## src/include/l1te_pkg.sv

```systemverilog
// Constants, codes and state type for the layer-1 activation block
package l1te_pkg;
  // Timing figures in their own units and derived cycle counts
  localparam int CLK_NS        = 5;
  localparam int HALF_MS_NS    = 500000;
  localparam int WANDER_HI_NS  = 50000;
  localparam int WANDER_LO_NS  = 25000;
  localparam int TM1_HZ        = 2000;
  localparam int TM2_HZ        = 96000;
  localparam int HALF_MS_CYC   = HALF_MS_NS / CLK_NS;
  localparam int WANDER_HI_CYC = WANDER_HI_NS / CLK_NS;
  localparam int WANDER_LO_CYC = WANDER_LO_NS / CLK_NS;
  localparam int TM1_CYC       = 1000000000 / (TM1_HZ * CLK_NS);
  localparam int TM2_CYC       = 1000000000 / (TM2_HZ * CLK_NS);
  localparam logic [2:0] CVR_REPEATS = 3'h6;
  localparam logic [14:0] SYNC_IDLE = 15'h0100; // Upstream data line idles high

  // Register map and fields
  localparam logic [31:0] CONF_OFF = 32'h0000_0000;
  localparam logic [31:0] STAT_OFF = 32'h0000_0004;
  localparam logic [7:0]  CONF_RST = 8'h80;
  localparam int CF_TRUNK = 0;
  localparam int CF_CSS   = 1;
  localparam int CF_VRE   = 2;
  localparam int CF_WLS   = 3;
  localparam int CF_PRIO  = 4;

  // Commands received on the command channel
  localparam logic [3:0] CMD_TIM  = 4'h0;
  localparam logic [3:0] CMD_RES  = 4'h1;
  localparam logic [3:0] CMD_TM1  = 4'h2;
  localparam logic [3:0] CMD_TM2  = 4'h3;
  localparam logic [3:0] CMD_AR8  = 4'h8;
  localparam logic [3:0] CMD_ACTIVATION_BID_PRIO_LOW = 4'h9;
  localparam logic [3:0] CMD_ARL  = 4'ha;
  localparam logic [3:0] CMD_DI   = 4'hf;

  // Indications sent on the command channel
  localparam logic [3:0] IND_DR   = 4'h0;
  localparam logic [3:0] IND_RES  = 4'h1;
  localparam logic [3:0] IND_TM1  = 4'h2;
  localparam logic [3:0] IND_TM2  = 4'h3;
  localparam logic [3:0] IND_RSY  = 4'h4;
  localparam logic [3:0] IND_SLIP = 4'h5;
  localparam logic [3:0] IND_PU   = 4'h7;
  localparam logic [3:0] IND_AR   = 4'h8;
  localparam logic [3:0] IND_ARL  = 4'ha;
  localparam logic [3:0] IND_CVR  = 4'hb;
  localparam logic [3:0] IND_AI8  = 4'hc;
  localparam logic [3:0] IND_ACTIVE_PRIO_LOW = 4'hd;
  localparam logic [3:0] IND_AIL  = 4'he;
  localparam logic [3:0] IND_DC   = 4'hf;

  // Received line signal codes and transmitted signal codes
  localparam logic [2:0] LI_I0  = 3'h0;
  localparam logic [2:0] LI_I2  = 3'h2;
  localparam logic [2:0] LI_I4  = 3'h4;
  localparam logic [1:0] TX_I0  = 2'h0;
  localparam logic [1:0] TX_I1  = 2'h1;
  localparam logic [1:0] TX_I3  = 2'h2;
  localparam logic [1:0] TX_IT  = 2'h3;

  typedef enum logic [3:0] {
    ST_RESET, ST_PDOWN, ST_PUP, ST_PDEACT, ST_PACT, ST_UNSYNC, ST_SYNCED,
    ST_ACTIVE, ST_SLIP, ST_LOOPC, ST_LOOPA, ST_TEST1, ST_TEST2
  } l1te_state_t;
endpackage : l1te_pkg

```

## src/l1te_fsm.sv

```systemverilog
// Layer-1 activation state machine for endpoint and trunk modes
//
// Implementation choices: the register offsets and the AHB-Lite register port.
`timescale 1ns/1ps
// Behaviour
// - Reset pin acts on the state machine exactly like the clear command
// - Trunk mode only: slip event when framing offset exceeds limit
// - Wander limit is 50 us, or 25 us when limit select set
// - Slip while active enters slip state, left after 0.5 ms
// - With reporting enabled, violation indicated for six frames after bad multiframe
// - INFO 4 gives high-priority active for 8/9, low for 10/11
// - Clock request code or low upstream line gives power up, then indication
// - Power down keeps awake detector; endpoint stops clocks only if select set
// - INFO 0 in F5-F8 gives pending deactivation; leave by line or deactivate
// - Pending activation sends INFO 1, shows power up, stays; software times out
// - Line signal stops INFO 1, waits unsynchronised; also on sync loss
// - INFO 2 gives synchronised state, INFO 3 sent, activation bid shown
// - Synchronised becomes activated after 0.5 ms of INFO 4
// - Loop command loops INFO 3 inside, sends INFO 0, shows loop closed
// - Locked loop shows loop active; line signal seen shows resync
// - Test modes send 2 kHz single or 96 kHz continuous pulses, acknowledged
// - Reset state sends INFO 0, awake detector off, clocks kept running
// - Network deactivation over the line gives deactivate request indication
// - Signal seen but receiver not locked gives resync indication
// - Deactivate command enters power down, except in unsynchronised, synchronised, active and slip states; clocks stop only in endpoint mode with select set
// - Clear command sends INFO 0 and ignores line signals in any state
module l1te_fsm
  import l1te_pkg::*;
#(
  parameter int HALF_MS_P = HALF_MS_CYC,
  parameter int WANDER_HI_P = WANDER_HI_CYC,
  parameter int WANDER_LO_P = WANDER_LO_CYC,
  parameter int TM1_P = TM1_CYC
)(
  input  wire logic        ref_clk_in,
  input  wire logic        reset_n_in,
  input  wire logic        hsel_in,
  input  wire logic [31:0] haddr_in,
  input  wire logic [1:0]  htrans_in,
  input  wire logic        hwrite_in,
  input  wire logic [2:0]  hsize_in,
  input  wire logic [31:0] hwdata_in,
  input  wire logic        hready_in,
  output logic      [31:0] hrdata_out,
  output logic             hreadyout_out,
  output logic             hresp_out,
  input  wire logic        iom_bit_clock_in,
  input  wire logic        frame_sync_in,
  input  wire logic [3:0]  ci_cmd_in,
  input  wire logic        upstream_data_line_in,
  input  wire logic        hw_reset_in,
  input  wire logic [2:0]  line_info_in,
  input  wire logic        rx_locked_in,
  input  wire logic        code_viol_in,
  input  wire logic        multiframe_in,
  input  wire logic        line_frame_in,
  output logic      [3:0]  ci_ind_out,
  output logic             ind_strobe_out,
  output logic      [1:0]  tx_info_out,
  output logic             pulse_pos_out,
  output logic             pulse_neg_out,
  output logic             loop_closed_out,
  output logic             iface_clk_en_out,
  output logic             awake_det_en_out,
  output logic             slip_out
);
  logic [14:0] s1, s2;
  logic [4:0]  eq;
  logic        bclk, fs, du, hwr, locked, cv, mf, lfr;
  logic [3:0]  cmd;
  logic [2:0]  info;
  logic        fs_rise, bclk_rise, mf_rise, lfr_rise, cv_rise;
  logic        tim, di, ar, lvl, i0, slip_ev, tmr_done;
  l1te_state_t st, next_st;
  logic [16:0] tmr, next_tmr, tcnt, next_tcnt;
  logic        pol, next_pol, bseen, next_bseen;
  logic [15:0] offc, next_offc, refo, next_refo, diff;
  logic        refv, next_refv, vseen, next_vseen;
  logic [2:0]  far_code_violation, next_cvr;
  logic [3:0]  ind_now, next_ind;
  logic [1:0]  next_tx;
  logic        next_pos, next_neg, next_clken;
  logic [7:0]  conf, next_conf;
  logic        ap_v, ap_w, next_ap_v, next_ap_w;
  logic [31:0] ap_a, next_ap_a, next_rdata;

  // Two-stage synchroniser for every pin from the link side
  always_ff @(posedge ref_clk_in or negedge reset_n_in)
  begin
    if (!reset_n_in)
    begin
      s1 <= SYNC_IDLE; // Idle pin levels, so no false clock request
      s2 <= SYNC_IDLE;
      eq <= 5'h0;
    end
    else
    begin
      s1 <= {iom_bit_clock_in, frame_sync_in, ci_cmd_in, upstream_data_line_in,
             hw_reset_in, line_info_in, rx_locked_in, code_viol_in,
             multiframe_in, line_frame_in};
      s2 <= s1;
      eq <= {s2[14], s2[13], s2[2], s2[1], s2[0]};
    end
  end

  // Field split and edge finding on the synchronised pins
  assign {bclk, fs, cmd, du, hwr, info, locked, cv, mf, lfr} = s2;
  assign bclk_rise = bclk & ~eq[4];
  assign fs_rise   = fs & ~eq[3];
  assign cv_rise   = cv & ~eq[2];
  assign mf_rise   = mf & ~eq[1];
  assign lfr_rise  = lfr & ~eq[0];

  // Command decode, taken once per frame; low upstream line asks for clocks
  assign tim = (fs_rise && cmd == CMD_TIM) || !du;
  assign di  = fs_rise && cmd == CMD_DI;
  assign ar  = fs_rise && (cmd == CMD_AR8 || cmd == CMD_ACTIVATION_BID_PRIO_LOW);
  assign lvl = info != LI_I0;
  assign i0  = info == LI_I0;
  assign tmr_done = 32'(tmr) >= HALF_MS_P - 1;

  // Wander between line frame and interface frame against the limit
  assign diff = (offc >= refo) ? offc - refo : refo - offc;
  assign slip_ev = lfr_rise && refv && conf[CF_TRUNK] && st == ST_ACTIVE &&
                   32'(diff) > (conf[CF_WLS] ? WANDER_LO_P : WANDER_HI_P);

  // Next state of the activation machine
  always_comb
  begin
    next_st = st;
    if (hwr)
      next_st = ST_RESET;
    else if (fs_rise && cmd == CMD_RES)
      next_st = ST_RESET;
    else if (fs_rise && cmd == CMD_ARL)
      next_st = ST_LOOPC;
    else if (fs_rise && cmd == CMD_TM1)
      next_st = ST_TEST1;
    else if (fs_rise && cmd == CMD_TM2)
      next_st = ST_TEST2;
    else
    begin
      case (st)
        ST_RESET:
          if (tim) next_st = ST_PUP;
          else if (di) next_st = ST_PDOWN;
          else if (ar) next_st = ST_PACT;
        ST_PDOWN:
          if (lvl) next_st = ST_UNSYNC;
          else if (ar) next_st = ST_PACT;
          else if (tim) next_st = ST_PUP;
        ST_PUP:
          if (lvl) next_st = ST_UNSYNC;
          else if (ar) next_st = ST_PACT;
          else if (di) next_st = ST_PDOWN;
        // leave by line or deactivate, or by the clear, loop or test commands decoded above
        ST_PDEACT, ST_PACT:
          if (lvl) next_st = ST_UNSYNC;
          else if (di) next_st = ST_PDOWN;
        ST_UNSYNC:
          if (i0) next_st = ST_PDEACT;
          else if (locked && info == LI_I4) next_st = ST_ACTIVE;
          else if (locked && info == LI_I2) next_st = ST_SYNCED;
        // INFO 4 held for 0.5 ms
        ST_SYNCED:
          if (i0) next_st = ST_PDEACT;
          else if (!locked) next_st = ST_UNSYNC;
          else if (tmr_done) next_st = ST_ACTIVE;
        ST_ACTIVE:
          if (i0) next_st = ST_PDEACT;
          else if (!locked) next_st = ST_UNSYNC;
          else if (slip_ev) next_st = ST_SLIP;
        ST_SLIP:
          if (i0) next_st = ST_PDEACT;
          else if (tmr_done) next_st = ST_ACTIVE;
        // loop locks on looped INFO 3
        ST_LOOPC:
          if (locked) next_st = ST_LOOPA;
          else if (di) next_st = ST_PDOWN;
        ST_LOOPA, ST_TEST1, ST_TEST2:
          if (di) next_st = ST_PDOWN;
        default:
          next_st = ST_RESET;
      endcase
    end
  end

  // Indication for the present state
  always_comb
  begin
    case (st)
      ST_RESET:  ind_now = IND_RES;
      ST_PDOWN:  ind_now = IND_DC;
      ST_PUP:    ind_now = bseen ? IND_PU : IND_DC;
      ST_PDEACT: ind_now = IND_DR;
      ST_PACT:   ind_now = IND_PU;
      ST_UNSYNC: ind_now = IND_RSY;
      ST_SYNCED: ind_now = IND_AR;
      ST_ACTIVE:
        if (far_code_violation != 3'h0) ind_now = IND_CVR;
        else if (conf[CF_PRIO+3:CF_PRIO+1] == 3'h4) ind_now = IND_AI8;
        else ind_now = IND_ACTIVE_PRIO_LOW;
      ST_SLIP:   ind_now = IND_SLIP;
      ST_LOOPC:  ind_now = IND_ARL;
      ST_LOOPA:  ind_now = lvl ? IND_RSY : IND_AIL;
      ST_TEST1:  ind_now = IND_TM1;
      ST_TEST2:  ind_now = IND_TM2;
      default:   ind_now = IND_RES;
    endcase
  end

  // Timers, pulse generator, wander and violation tracking, outputs
  always_comb
  begin
    next_tmr = (next_st != st || (st == ST_SYNCED && info != LI_I4)) ? 17'h0 : tmr + 17'h1;
    next_tcnt = 17'h0;
    next_pol = pol;
    if (st == ST_TEST1 || st == ST_TEST2)
    begin
      next_tcnt = tcnt + 17'h1;
      if (32'(tcnt) >= (st == ST_TEST1 ? TM1_P : TM2_CYC) - 1)
      begin
        next_tcnt = 17'h0;
        next_pol = ~pol;
      end
    end
    next_pos = (st == ST_TEST2 || (st == ST_TEST1 && 32'(tcnt) < TM2_CYC)) && pol;
    next_neg = (st == ST_TEST2 || (st == ST_TEST1 && 32'(tcnt) < TM2_CYC)) && !pol;
    next_offc = fs_rise ? 16'h0 : (&offc ? offc : offc + 16'h1);
    next_refv = refv;
    next_refo = refo;
    if ((st != ST_ACTIVE && st != ST_SLIP) || slip_ev)
      next_refv = 1'b0;
    else if (lfr_rise && !refv)
    begin
      next_refv = 1'b1;
      next_refo = offc;
    end
    // six violation reports per bad multiframe
    next_vseen = cv_rise | (vseen & ~mf_rise);
    next_cvr = far_code_violation;
    if (mf_rise && (vseen || cv_rise) && conf[CF_VRE])
      next_cvr = CVR_REPEATS;
    else if (fs_rise && far_code_violation != 3'h0)
      next_cvr = far_code_violation - 3'h1;
    next_ind = fs_rise ? ind_now : ci_ind_out;
    case (next_st)
      ST_PACT: next_tx = TX_I1;
      ST_SYNCED, ST_ACTIVE, ST_SLIP: next_tx = TX_I3;
      ST_TEST1, ST_TEST2: next_tx = TX_IT;
      default: next_tx = TX_I0;
    endcase
    // clocks stop only with select set
    next_clken = !(next_st == ST_PDOWN && !conf[CF_TRUNK] && conf[CF_CSS]);
    next_bseen = iface_clk_en_out && (bseen || bclk_rise);
  end

  // Bus slave address and data phase
  always_comb
  begin
    next_ap_v = hsel_in && hready_in && htrans_in[1];
    next_ap_w = hwrite_in;
    next_ap_a = haddr_in;
    next_conf = (ap_v && ap_w && ap_a == CONF_OFF) ? hwdata_in[7:0] : conf;
    next_rdata = 32'h0;
    if (next_ap_v && !hwrite_in && haddr_in == CONF_OFF)
      next_rdata = {24'h0, conf};
    else if (next_ap_v && !hwrite_in && haddr_in == STAT_OFF)
      next_rdata = {20'h0, loop_closed_out, iface_clk_en_out, tx_info_out,
                    ci_ind_out, 4'(st)};
  end

  // Register every group of state
  always_ff @(posedge ref_clk_in or negedge reset_n_in)
  begin
    if (!reset_n_in)
    begin
      st <= ST_RESET;
      tmr <= 17'h0;
      tcnt <= 17'h0;
      pol <= 1'b0;
      bseen <= 1'b0;
      offc <= 16'h0;
      refo <= 16'h0;
      refv <= 1'b0;
      vseen <= 1'b0;
      far_code_violation <= 3'h0;
      conf <= CONF_RST;
      ap_v <= 1'b0;
      ap_w <= 1'b0;
      ap_a <= 32'h0;
      hrdata_out <= 32'h0;
      ci_ind_out <= IND_RES;
      ind_strobe_out <= 1'b0;
      tx_info_out <= TX_I0;
      pulse_pos_out <= 1'b0;
      pulse_neg_out <= 1'b0;
      loop_closed_out <= 1'b0;
      iface_clk_en_out <= 1'b1;
      awake_det_en_out <= 1'b0;
      slip_out <= 1'b0;
    end
    else
    begin
      st <= next_st;
      tmr <= next_tmr;
      tcnt <= next_tcnt;
      pol <= next_pol;
      bseen <= next_bseen;
      offc <= next_offc;
      refo <= next_refo;
      refv <= next_refv;
      vseen <= next_vseen;
      far_code_violation <= next_cvr;
      conf <= next_conf;
      ap_v <= next_ap_v;
      ap_w <= next_ap_w;
      ap_a <= next_ap_a;
      hrdata_out <= next_rdata;
      ci_ind_out <= next_ind;
      ind_strobe_out <= fs_rise;
      tx_info_out <= next_tx;
      pulse_pos_out <= next_pos;
      pulse_neg_out <= next_neg;
      loop_closed_out <= next_st == ST_LOOPC || next_st == ST_LOOPA;
      iface_clk_en_out <= next_clken;
      awake_det_en_out <= next_st != ST_RESET;
      slip_out <= slip_ev;
    end
  end

  // Zero-wait slave, always OKAY
  assign hreadyout_out = 1'b1;
  assign hresp_out = 1'b0;
endmodule : l1te_fsm

```

## config.mk

```make
export PLATFORM = sky130hd
export DESIGN_NAME = l1te_fsm
export DESIGN_NICKNAME = d
export VERILOG_FILES = /design/src/include/l1te_pkg.sv /design/src/l1te_fsm.sv
export SDC_FILE = /design/constraint.sdc
export NUM_CORES = 1
export LEC_CHECK = 0
export BUFFER_PORTS_ARGS = -buffer_cell sky130_fd_sc_hd__buf_2
export CAP_MARGIN = 20
export CELL_PAD_IN_SITES_DETAIL_PLACEMENT = 0
export CELL_PAD_IN_SITES_GLOBAL_PLACEMENT = 1
export CORE_ASPECT_RATIO = 0.6
export CORE_MARGIN = 4
export CORE_UTILIZATION = 49
export CTS_CLUSTER_DIAMETER = 40
export DETAILED_ROUTE_END_ITERATION = 10
export PLACE_DENSITY_LB_ADDON = 0.15
export RECOVER_POWER = 50
export SYNTH_ARGS = -nofsm -noshare
export SYNTH_HDL_FRONTEND = slang
export SYNTH_SLANG_ARGS = --single-unit
```

## constraint.sdc

```tcl
create_clock -name ref_clk_in -period 13.7 [get_ports ref_clk_in]
set_input_delay 2.74 -clock ref_clk_in [delete_from_list [all_inputs] [get_ports ref_clk_in]]
set_output_delay 2.74 -clock ref_clk_in [all_outputs]
set_load 0.01 [all_outputs]
```

==> flow_summary_export.csv, run 1 <==
group,metric,value,unit
pwr,switching_power_total,0.752,mW
timing,worst_pin_slew,5.16,ns
pwr,worst_ir_drop_vdd,97.0,uV
critical_path,crit_path_cells,"clkbuf_1",
critical_path,r2r_setup_slack,7.43,ns
worst_hold_path,min_delay_path_depth,0,
floorplan,die_width,192,um
global_routing,antenna_found_initial,0,
synthesis,yosysTopAreaCell,"sky130_fd_sc_hd__dfrtp_1",
timing,fin_skew,0.0111,ns
outcome,violations,"max-capacitance violations, max-slew violations",
floorplan,ios,136,
worst_hold_path,hold-path-endpoint,"s2[14]",
pwr,pwr_density_cell,173,mW/mm2
finish,design.final.nets,1235,
floorplan,count_of_standard_cell_rows,39,
critical_path,worst_r2r_startpoint,"offc[3]",
route,drt-initial-drc-count,620,
global_routing,grt_pass1_wl,39900,um
synthesis,synth_ff_type,"sky130_fd_sc_hd__dfrtp_1",
critical_path,cpLargestDelayFamily,"buffers and inverters",
route,drt-wirelength-per-cell,18.0,um
floorplan,start_util,51.1,%
floorplan,floorplan.die_area,0.0227,mm2
clocking,clock_insertion_delay_worst_skew,0.44,ns
critical_path,worst_r2r_path_depth,22,
placement,placement_setup_slack,7.56,ns
timing,slew_headroom,-244,%
finish,n_fill_cell,1773,
critical_path,worstSetupStartpoint,"reset_n_in",
worst_hold_path,hold_path.class,"flip-flop to flip-flop",
timing,final_count_of_hold_timing_violations,0,
synthesis,post_synth.cell_area_avg,9.76,um2
clocking,clock_sinks,179,
pwr,power.static_leakage,5.10,nW
placement,placed_area,0.0105,mm2
clocking,clock_path_buffers,2,
timing,rsz0062_at_grt,"no",
clocking,clock_tree_from_tritoncts,"done",
pwr,power_report.internal_total,1.14,mW
timing,max_freq,142,MHz
critical_path,worstSetupEndpointType,"asynchronous set/reset pin",
route,firstDrtPassIters,5,
clocking,post_cts.resized_instances,0,
pwr,clockPowerShare,24.6,%
timing,setup-violations-final,0,
critical_path,critical_path_class,"input port to asynchronous set/reset pin",
floorplan,chipHeight,118,um
finish,n_antenna_cell,0,
finish,multi_input_comb_area,0.00490,mm2
global_routing,overflow,0,
placement,io_buffer_count,85,
critical_path,max_stage_delay,3.57,ns
clocking,htree_levels,4,
route,post_drt_via_cell_ratio,5.53,
critical_path,regToRegEndpoint,"refo[15]",
clocking,cts_root_buf,"sky130_fd_sc_hd__clkbuf_16",
synthesis,synthesis.area,0.00992,mm2
finish,regArea,0.00449,mm2
finish,areaGrowthSynthToFinish,10.7,%
timing,post-route-period-util,51.4,%
finish,layout.cell_area.non_filler,0.0110,mm2
placement,gpl.final_weighted_congestion,0.881,
clocking,cts-hold-fix-buffers,0,
placement,dp.final_hpwl,18200,um
synthesis,synth-async-reset-ratio,100,%
worst_hold_path,min_from,"s1[14]",
clocking,postCtsSetupRepairBufs,0,
route,drcViolationCount,0,
synthesis,yosysUniqueCellTypes,82,
floorplan,placeableCoreArea,0.0194,mm2
synthesis,post_synth_inst_count,1016,
timing,slew_violations,127,
global_routing,gr-usage-all-layers,22.4,%
route,detail-route-antenna-nets,0,
synthesis,share_of_the_synthesized_area_in_the_top_cell_type,43.9,%
synthesis,synth_enable_flop_cells,0,
critical_path,critical_path_rt,13.01,ns
pwr,combPwrFrac,44.0,%
pwr,share_seq_of_total_power,31.4,%
clocking,numCtsBuffers,17,
critical_path,crit_path_max_fanout,97,
finish,drive_gt1_share,11.6,%
critical_path,slowest_stage,"sky130_fd_sc_hd__clkbuf_1",
critical_path,timing.critical_path.arrival,6.36,ns
job,timing.max_cap.violations,2,
synthesis,ys_seq_elements,179,
outcome,outcome,"finished, violations left",
timing,setup_ws,6.65,ns
synthesis,synth_sequential_area_ratio,45.2,%
pwr,switching_share,39.7,%
synthesis,synth.area.top_cells,"sky130_fd_sc_hd__dfrtp_1, sky130_fd_sc_hd__ha_1, sky130_fd_sc_hd__nor2_1",
route,totalWireLength,24600,um
critical_path,type_of_origin_of_the_critical_path,"input port",
route,detailroute.via_count,7576,
timing,final.min_clock_period,7.05,ns
timing,fin_setup_tns,0,ns
global_routing,largest_net_degree_at_the_start_of_global_routing,98,
synthesis,synth-warning-count,0,
clocking,worst_setup_hold_path_clk_slew,0.07,ns
critical_path,critical_path.n_buffers_inverters,1,
global_routing,grt_pass1_vias,7185,
-- metrics by stage --
| step | total power [mW] | instances | hold WS, ns | utilization, % |
|---|---|---|---|---|
| 6_report | 1.90 | 1370 | 0.341 | 56.5 |
| 5_1_grt | 2.03 | 1370 | 0.338 | 56.5 |
| 3_5_place_dp | 1.42 | 1337 | 0.335 | 53.9 |
| 3_3_place_gp | 1.42 | 1336 | 0.333 | 53.8 |
| 2_1_floorplan | 1.22 | 1036 | 0.331 | - |
| 4_1_cts | 1.90 | 1369 | 0.345 | 56.7 |
-- layout by cell type (no fill, tap or decap), drive strengths merged, types with 11 or more instances in the layout --
cell    netlist  final
dfrtp       174    174
nor2        115    115
nand2        76     76
inv          60     62
buf          40     60
clkbuf       20     57
ha           53     53
a21oi        51     51
o21ai        40     40
xnor2        33     33
mux2i        30     30
nand3        30     30
xor2         28     28
nand4        23     23
conb          2     22
nor4         19     19
nor2b        18     18
nor3         17     17
a31oi        16     16
and3         14     14
and2         14     14
o211ai       13     13
a211oi       11     11
mux2         11     11
-- registers in the layout, summed over array words and instances (netlist names), 2 cells and up --
| register | cells |
|---|---|
| ci_ind_out | 4 |
| s2 | 15 |
| tmr | 17 |
| refo | 16 |
| offc | 16 |
| ap_a | 32 |
| tcnt | 17 |
| hrdata_out | 12 |
| conf | 8 |
| st | 4 |
| s1 | 15 |
| eq | 5 |
| tx_info_out | 2 |
| far_code_violation | 3 |
-- cell type report --
cell class | instances | share of cell area, %
well taps | 266 | 3.03
repair buffers | 96 | 4.31
flip-flops and latches | 179 | 40.9
clock buffers | 21 | 4.10
inverters | 60 | 2.05
clock inverters | 11 | 0.946
multi-input cells | 737 | 44.7
-- worst max-delay path by stage --
stage                           to  cells after the start  slack, ns
after floorplan           refo[15]                     22       9.08
after global placement    refo[15]                     22       7.58
after detailed placement  refo[15]                     22       7.56
after CTS                 refo[15]                     22       7.47
after global routing      offc[11]                      1       5.52
final                     offc[11]                      1       6.65
-- synthesized netlist by cell type, types with 20 or more instances --
master                     instances
sky130_fd_sc_hd__a21oi_1          48
sky130_fd_sc_hd__buf_4            26
sky130_fd_sc_hd__clkbuf_1         20
sky130_fd_sc_hd__dfrtp_1         174
sky130_fd_sc_hd__ha_1             53
sky130_fd_sc_hd__inv_1            58
sky130_fd_sc_hd__mux2i_1          30
sky130_fd_sc_hd__nand2_1          75
sky130_fd_sc_hd__nand3_1          29
sky130_fd_sc_hd__nand4_1          22
sky130_fd_sc_hd__nor2_1          115
sky130_fd_sc_hd__o21ai_0          29
sky130_fd_sc_hd__xnor2_1          33
sky130_fd_sc_hd__xor2_1           28
-- metal layers --
| layer | track usage (%) | wire (um) | share of wire (%) |
|---|---|---|---|
| met2 | 27.7 | 9080 | 37 |
| met5 | 0 | 0 | 0 |
| met1 | 38.3 | 13600 | 55 |
| met4 | 5.34 | 201 | 0.82 |
| met3 | 5.01 | 1740 | 7.0 |
-- power groups by stage --
| stage | Sequential, mW | Clock [mW] | Combinational [mW] |
|---|---|---|---|
| finish | 0.594 | 0.466 | 0.835 |
| global route | 0.600 | 0.502 | 0.924 |
| CTS | 0.594 | 0.479 | 0.827 |
| detailed placement | 0.603 | 0 | 0.821 |
| global placement | 0.603 | 0 | 0.818 |
| floorplan | 0.599 | 0 | 0.622 |
-- logic make-up (layout without fill, tap and decap cells) --
kind of cell	count (synthesis)	after routing	synth area share (%)
compound gates	203	203	14.3
xor+xnor	61	61	5.39
fa+ha+maj	56	56	7.19
buf+inv	120	188	6.12
flops	179	179	45.2
mux	41	41	4.28
other cells	2	22	0.0757
simple gates	354	354	17.4
Power figures use the tool's default switching activity.
==> run 2, diff against run 1 <==
Settings changed: CORE_UTILIZATION 49 to 45.
Clock period 13.7 ns to 6.5 ns, I/O delays scaled along.
==> run 2 against run 1 <==
Against the previous run: the flow still finishes with violations (max-capacitance violations, max-slew violations); clock power rose by 110%; non-clock buffer count grew 8; total power up 110%; clock-buffer cell count did not move; sequential power up 110%; register-to-register slack lost 6.8 ns; cell area increased by 0.91%; clock skew decreased by 0.0028 ns; setup slack got worse by 6.0 ns; first-iteration DRC count shrank 13%; wire length rose by 0.84%; critical endpoint is now refo[15]; largest cell class unchanged.
==> flow_summary_export.csv, run 2 (synthesis results as in run 1) <==
group,metric,value,unit
outcome,outcome,"finished, violations left",
outcome,violations,"max-capacitance violations, max-slew violations",
critical_path,max_stage_delay,0.60,ns
global_routing,grt_pass1_vias,6954,
timing,fin_skew,0.00830,ns
placement,placed_area,0.0106,mm2
finish,largest_register_ffs,32,
finish,fin_cells,1392,
clocking,clock_path_buffers,2,
finish,multi_input_comb_area,0.00491,mm2
finish,max_flop_register,"ap_a",
clocking,cts_root_buf,"sky130_fd_sc_hd__clkbuf_16",
placement,gpl.final_weighted_congestion,0.835,
route,totalWireLength,24900,um
clocking,clock_insertion_delay_worst_skew,0.44,ns
pwr,power.static_leakage,5.18,nW
critical_path,critical_path_rt,6.82,ns
floorplan,die_width,200,um
floorplan,count_of_standard_cell_rows,41,
placement,dp.final_hpwl,18500,um
placement,io_buffer_count,85,
timing,max_freq,170,MHz
floorplan,start_util,46.5,%
timing,final_count_of_hold_timing_violations,0,
route,drt-wirelength-per-cell,17.9,um
route,drcViolationCount,0,
finish,design.final.nets,1243,
finish,n_fill_cell,1995,
floorplan,chipHeight,123,um
placement,placedCellCount,1359,
timing,fin_setup_tns,0,ns
timing,post-route-period-util,90.4,%
global_routing,antenna_found_initial,1,
critical_path,type_of_origin_of_the_critical_path,"flip-flop",
timing,worst_pin_slew,2.91,ns
finish,layout.cell_area.non_filler,0.0111,mm2
finish,drive_gt1_share,13.2,%
floorplan,floorplan.die_area,0.0246,mm2
critical_path,crit_path_cells,"inv_1 > ha_1 > nand4_2 > nor4_2 > a2bb2oi_2 > nand2_2 > mux2i_1 > a31oi_1 > o22ai_1 > a21oi_1 > xnor2_1 > ha_1 > a211oi_1 > nor2b_1 > o211ai_1 > nand3_1 > mux2i_1 > o21ai_2 > a22oi_1 > or3b_1 > mux2_1",
route,drt-initial-drc-count,541,
critical_path,critical_path.n_buffers_inverters,1,
timing,rsz0062_at_grt,"no",
global_routing,gr-usage-all-layers,20.9,%
critical_path,critical_path_class,"flip-flop to flip-flop",
finish,areaGrowthSynthToFinish,11.7,%
job,timing.max_cap.violations,2,
clocking,post_cts.resized_instances,0,
pwr,worst_ir_drop_vdd,191,uV
clocking,worst_setup_hold_path_clk_slew,0.07,ns
worst_hold_path,hold_path.class,"flip-flop to flip-flop",
pwr,pwr_density_cell,367,mW/mm2
global_routing,grt_pass1_wl,39400,um
timing,setup-violations-final,0,
route,detail-route-antenna-nets,0,
route,detailroute.via_count,7501,
finish,largestRegisters,"ap_a (32), tcnt (17), tmr (17)",
critical_path,slowest_stage,"sky130_fd_sc_hd__or3b_1",
floorplan,placeableCoreArea,0.0213,mm2
clocking,clock_tree_from_tritoncts,"done",
clocking,postCtsSetupRepairBufs,0,
critical_path,worstSetupEndpointType,"flip-flop",
finish,regArea,0.00449,mm2
floorplan,ios,136,
finish,mostFrequentLayoutCell,"sky130_fd_sc_hd__dfrtp_1",
clocking,numCtsBuffers,17,
critical_path,crit_path_max_fanout,9,
route,firstDrtPassIters,5,
critical_path,cpLargestDelayFamily,"simple AND/OR/NAND/NOR gates",
timing,final.min_clock_period,5.87,ns
clocking,cts-hold-fix-buffers,0,
global_routing,overflow,0,
finish,layout_common_cells,"sky130_fd_sc_hd__dfrtp_1, sky130_fd_sc_hd__nor2_1, sky130_fd_sc_hd__nand2_1",
clocking,clock_sinks,179,
timing,slew_violations,149,
global_routing,largest_net_degree_at_the_start_of_global_routing,120,
pwr,total_power,4.06,mW
clocking,htree_levels,4,
route,post_drt_via_cell_ratio,5.39,
timing,slew_headroom,-94.2,%
critical_path,timing.critical_path.arrival,6.19,ns
run 2: cell count changes in the layout (fill, tap and decap cells not counted):
cell | before | now
sky130_fd_sc_hd__buf_4 | 6 | 17
sky130_fd_sc_hd__clkbuf_1 | 39 | 29
sky130_fd_sc_hd__buf_2 | 53 | 58
sky130_fd_sc_hd__clkinvlp_4 | 5 | 1
sky130_fd_sc_hd__clkinv_2 | 2 | 4
sky130_fd_sc_hd__inv_6 | 2 | 4
sky130_fd_sc_hd__buf_12 | 0 | 1
sky130_fd_sc_hd__buf_16 | 1 | 0
sky130_fd_sc_hd__clkbuf_2 | 0 | 1
sky130_fd_sc_hd__clkbuf_8 | 1 | 2
sky130_fd_sc_hd__diode_2 | 0 | 1
sky130_fd_sc_hd__nor2b_1 | 18 | 17
sky130_fd_sc_hd__nor2b_2 | 0 | 1
run 2: path summary, 6_finish.rpt:
check	startpoint	endpoint	slack (ns)	cells after the start
setup reg to reg	offc[13]	refo[15]	0.63	21
max in group asynchronous	reset_n_in	refo[6]	2.81	2
hold / removal	s1[4]	s2[4]	0.35	0
hold reg to reg	s1[4]	s2[4]	0.35	0
min in group asynchronous	reset_n_in	eq[3]	1.74	1
setup / recovery	offc[13]	refo[15]	0.63	21
run 2: stage by stage:
stage	setup slack (ns)	utilization [%]	hold WS, ns
2_1_floorplan	1.88	-	0.331
3_3_place_gp	0.839	49.5	0.333
3_5_place_dp	0.764	49.5	0.335
4_1_cts	0.721	52.1	0.350
5_1_grt	0.321	51.9	0.354
6_report	0.626	51.9	0.349
run 2: layer usage:
metal,vias up,wire length [um],track usage [%]
li1,3686,-,-
met1,3574,13900,35.8
met2,219,8930,25.6
met3,20,1690,4.17
met4,2,314,5.60
met5,-,13,0
run 2: area by class of cell:
cell class | instances | share of cell area, %
Timing Repair Buffer | 104 | 4.91
Clock inverter | 11 | 0.915
Multi-Input combinational cell | 737 | 44.3
Inverter | 60 | 2.03
Tap cell | 279 | 3.15
Sequential cell | 179 | 40.5
Clock buffer | 21 | 4.16
Antenna cell | 1 | 0.0226
run 2: report_power, final:
part	internal, mW	total, mW	switching (mW)
Sequential	1.19	1.25	0.0616
Combinational	0.704	1.81	1.10
Clock	0.551	1.00	0.451
Total	2.45	4.06	1.61
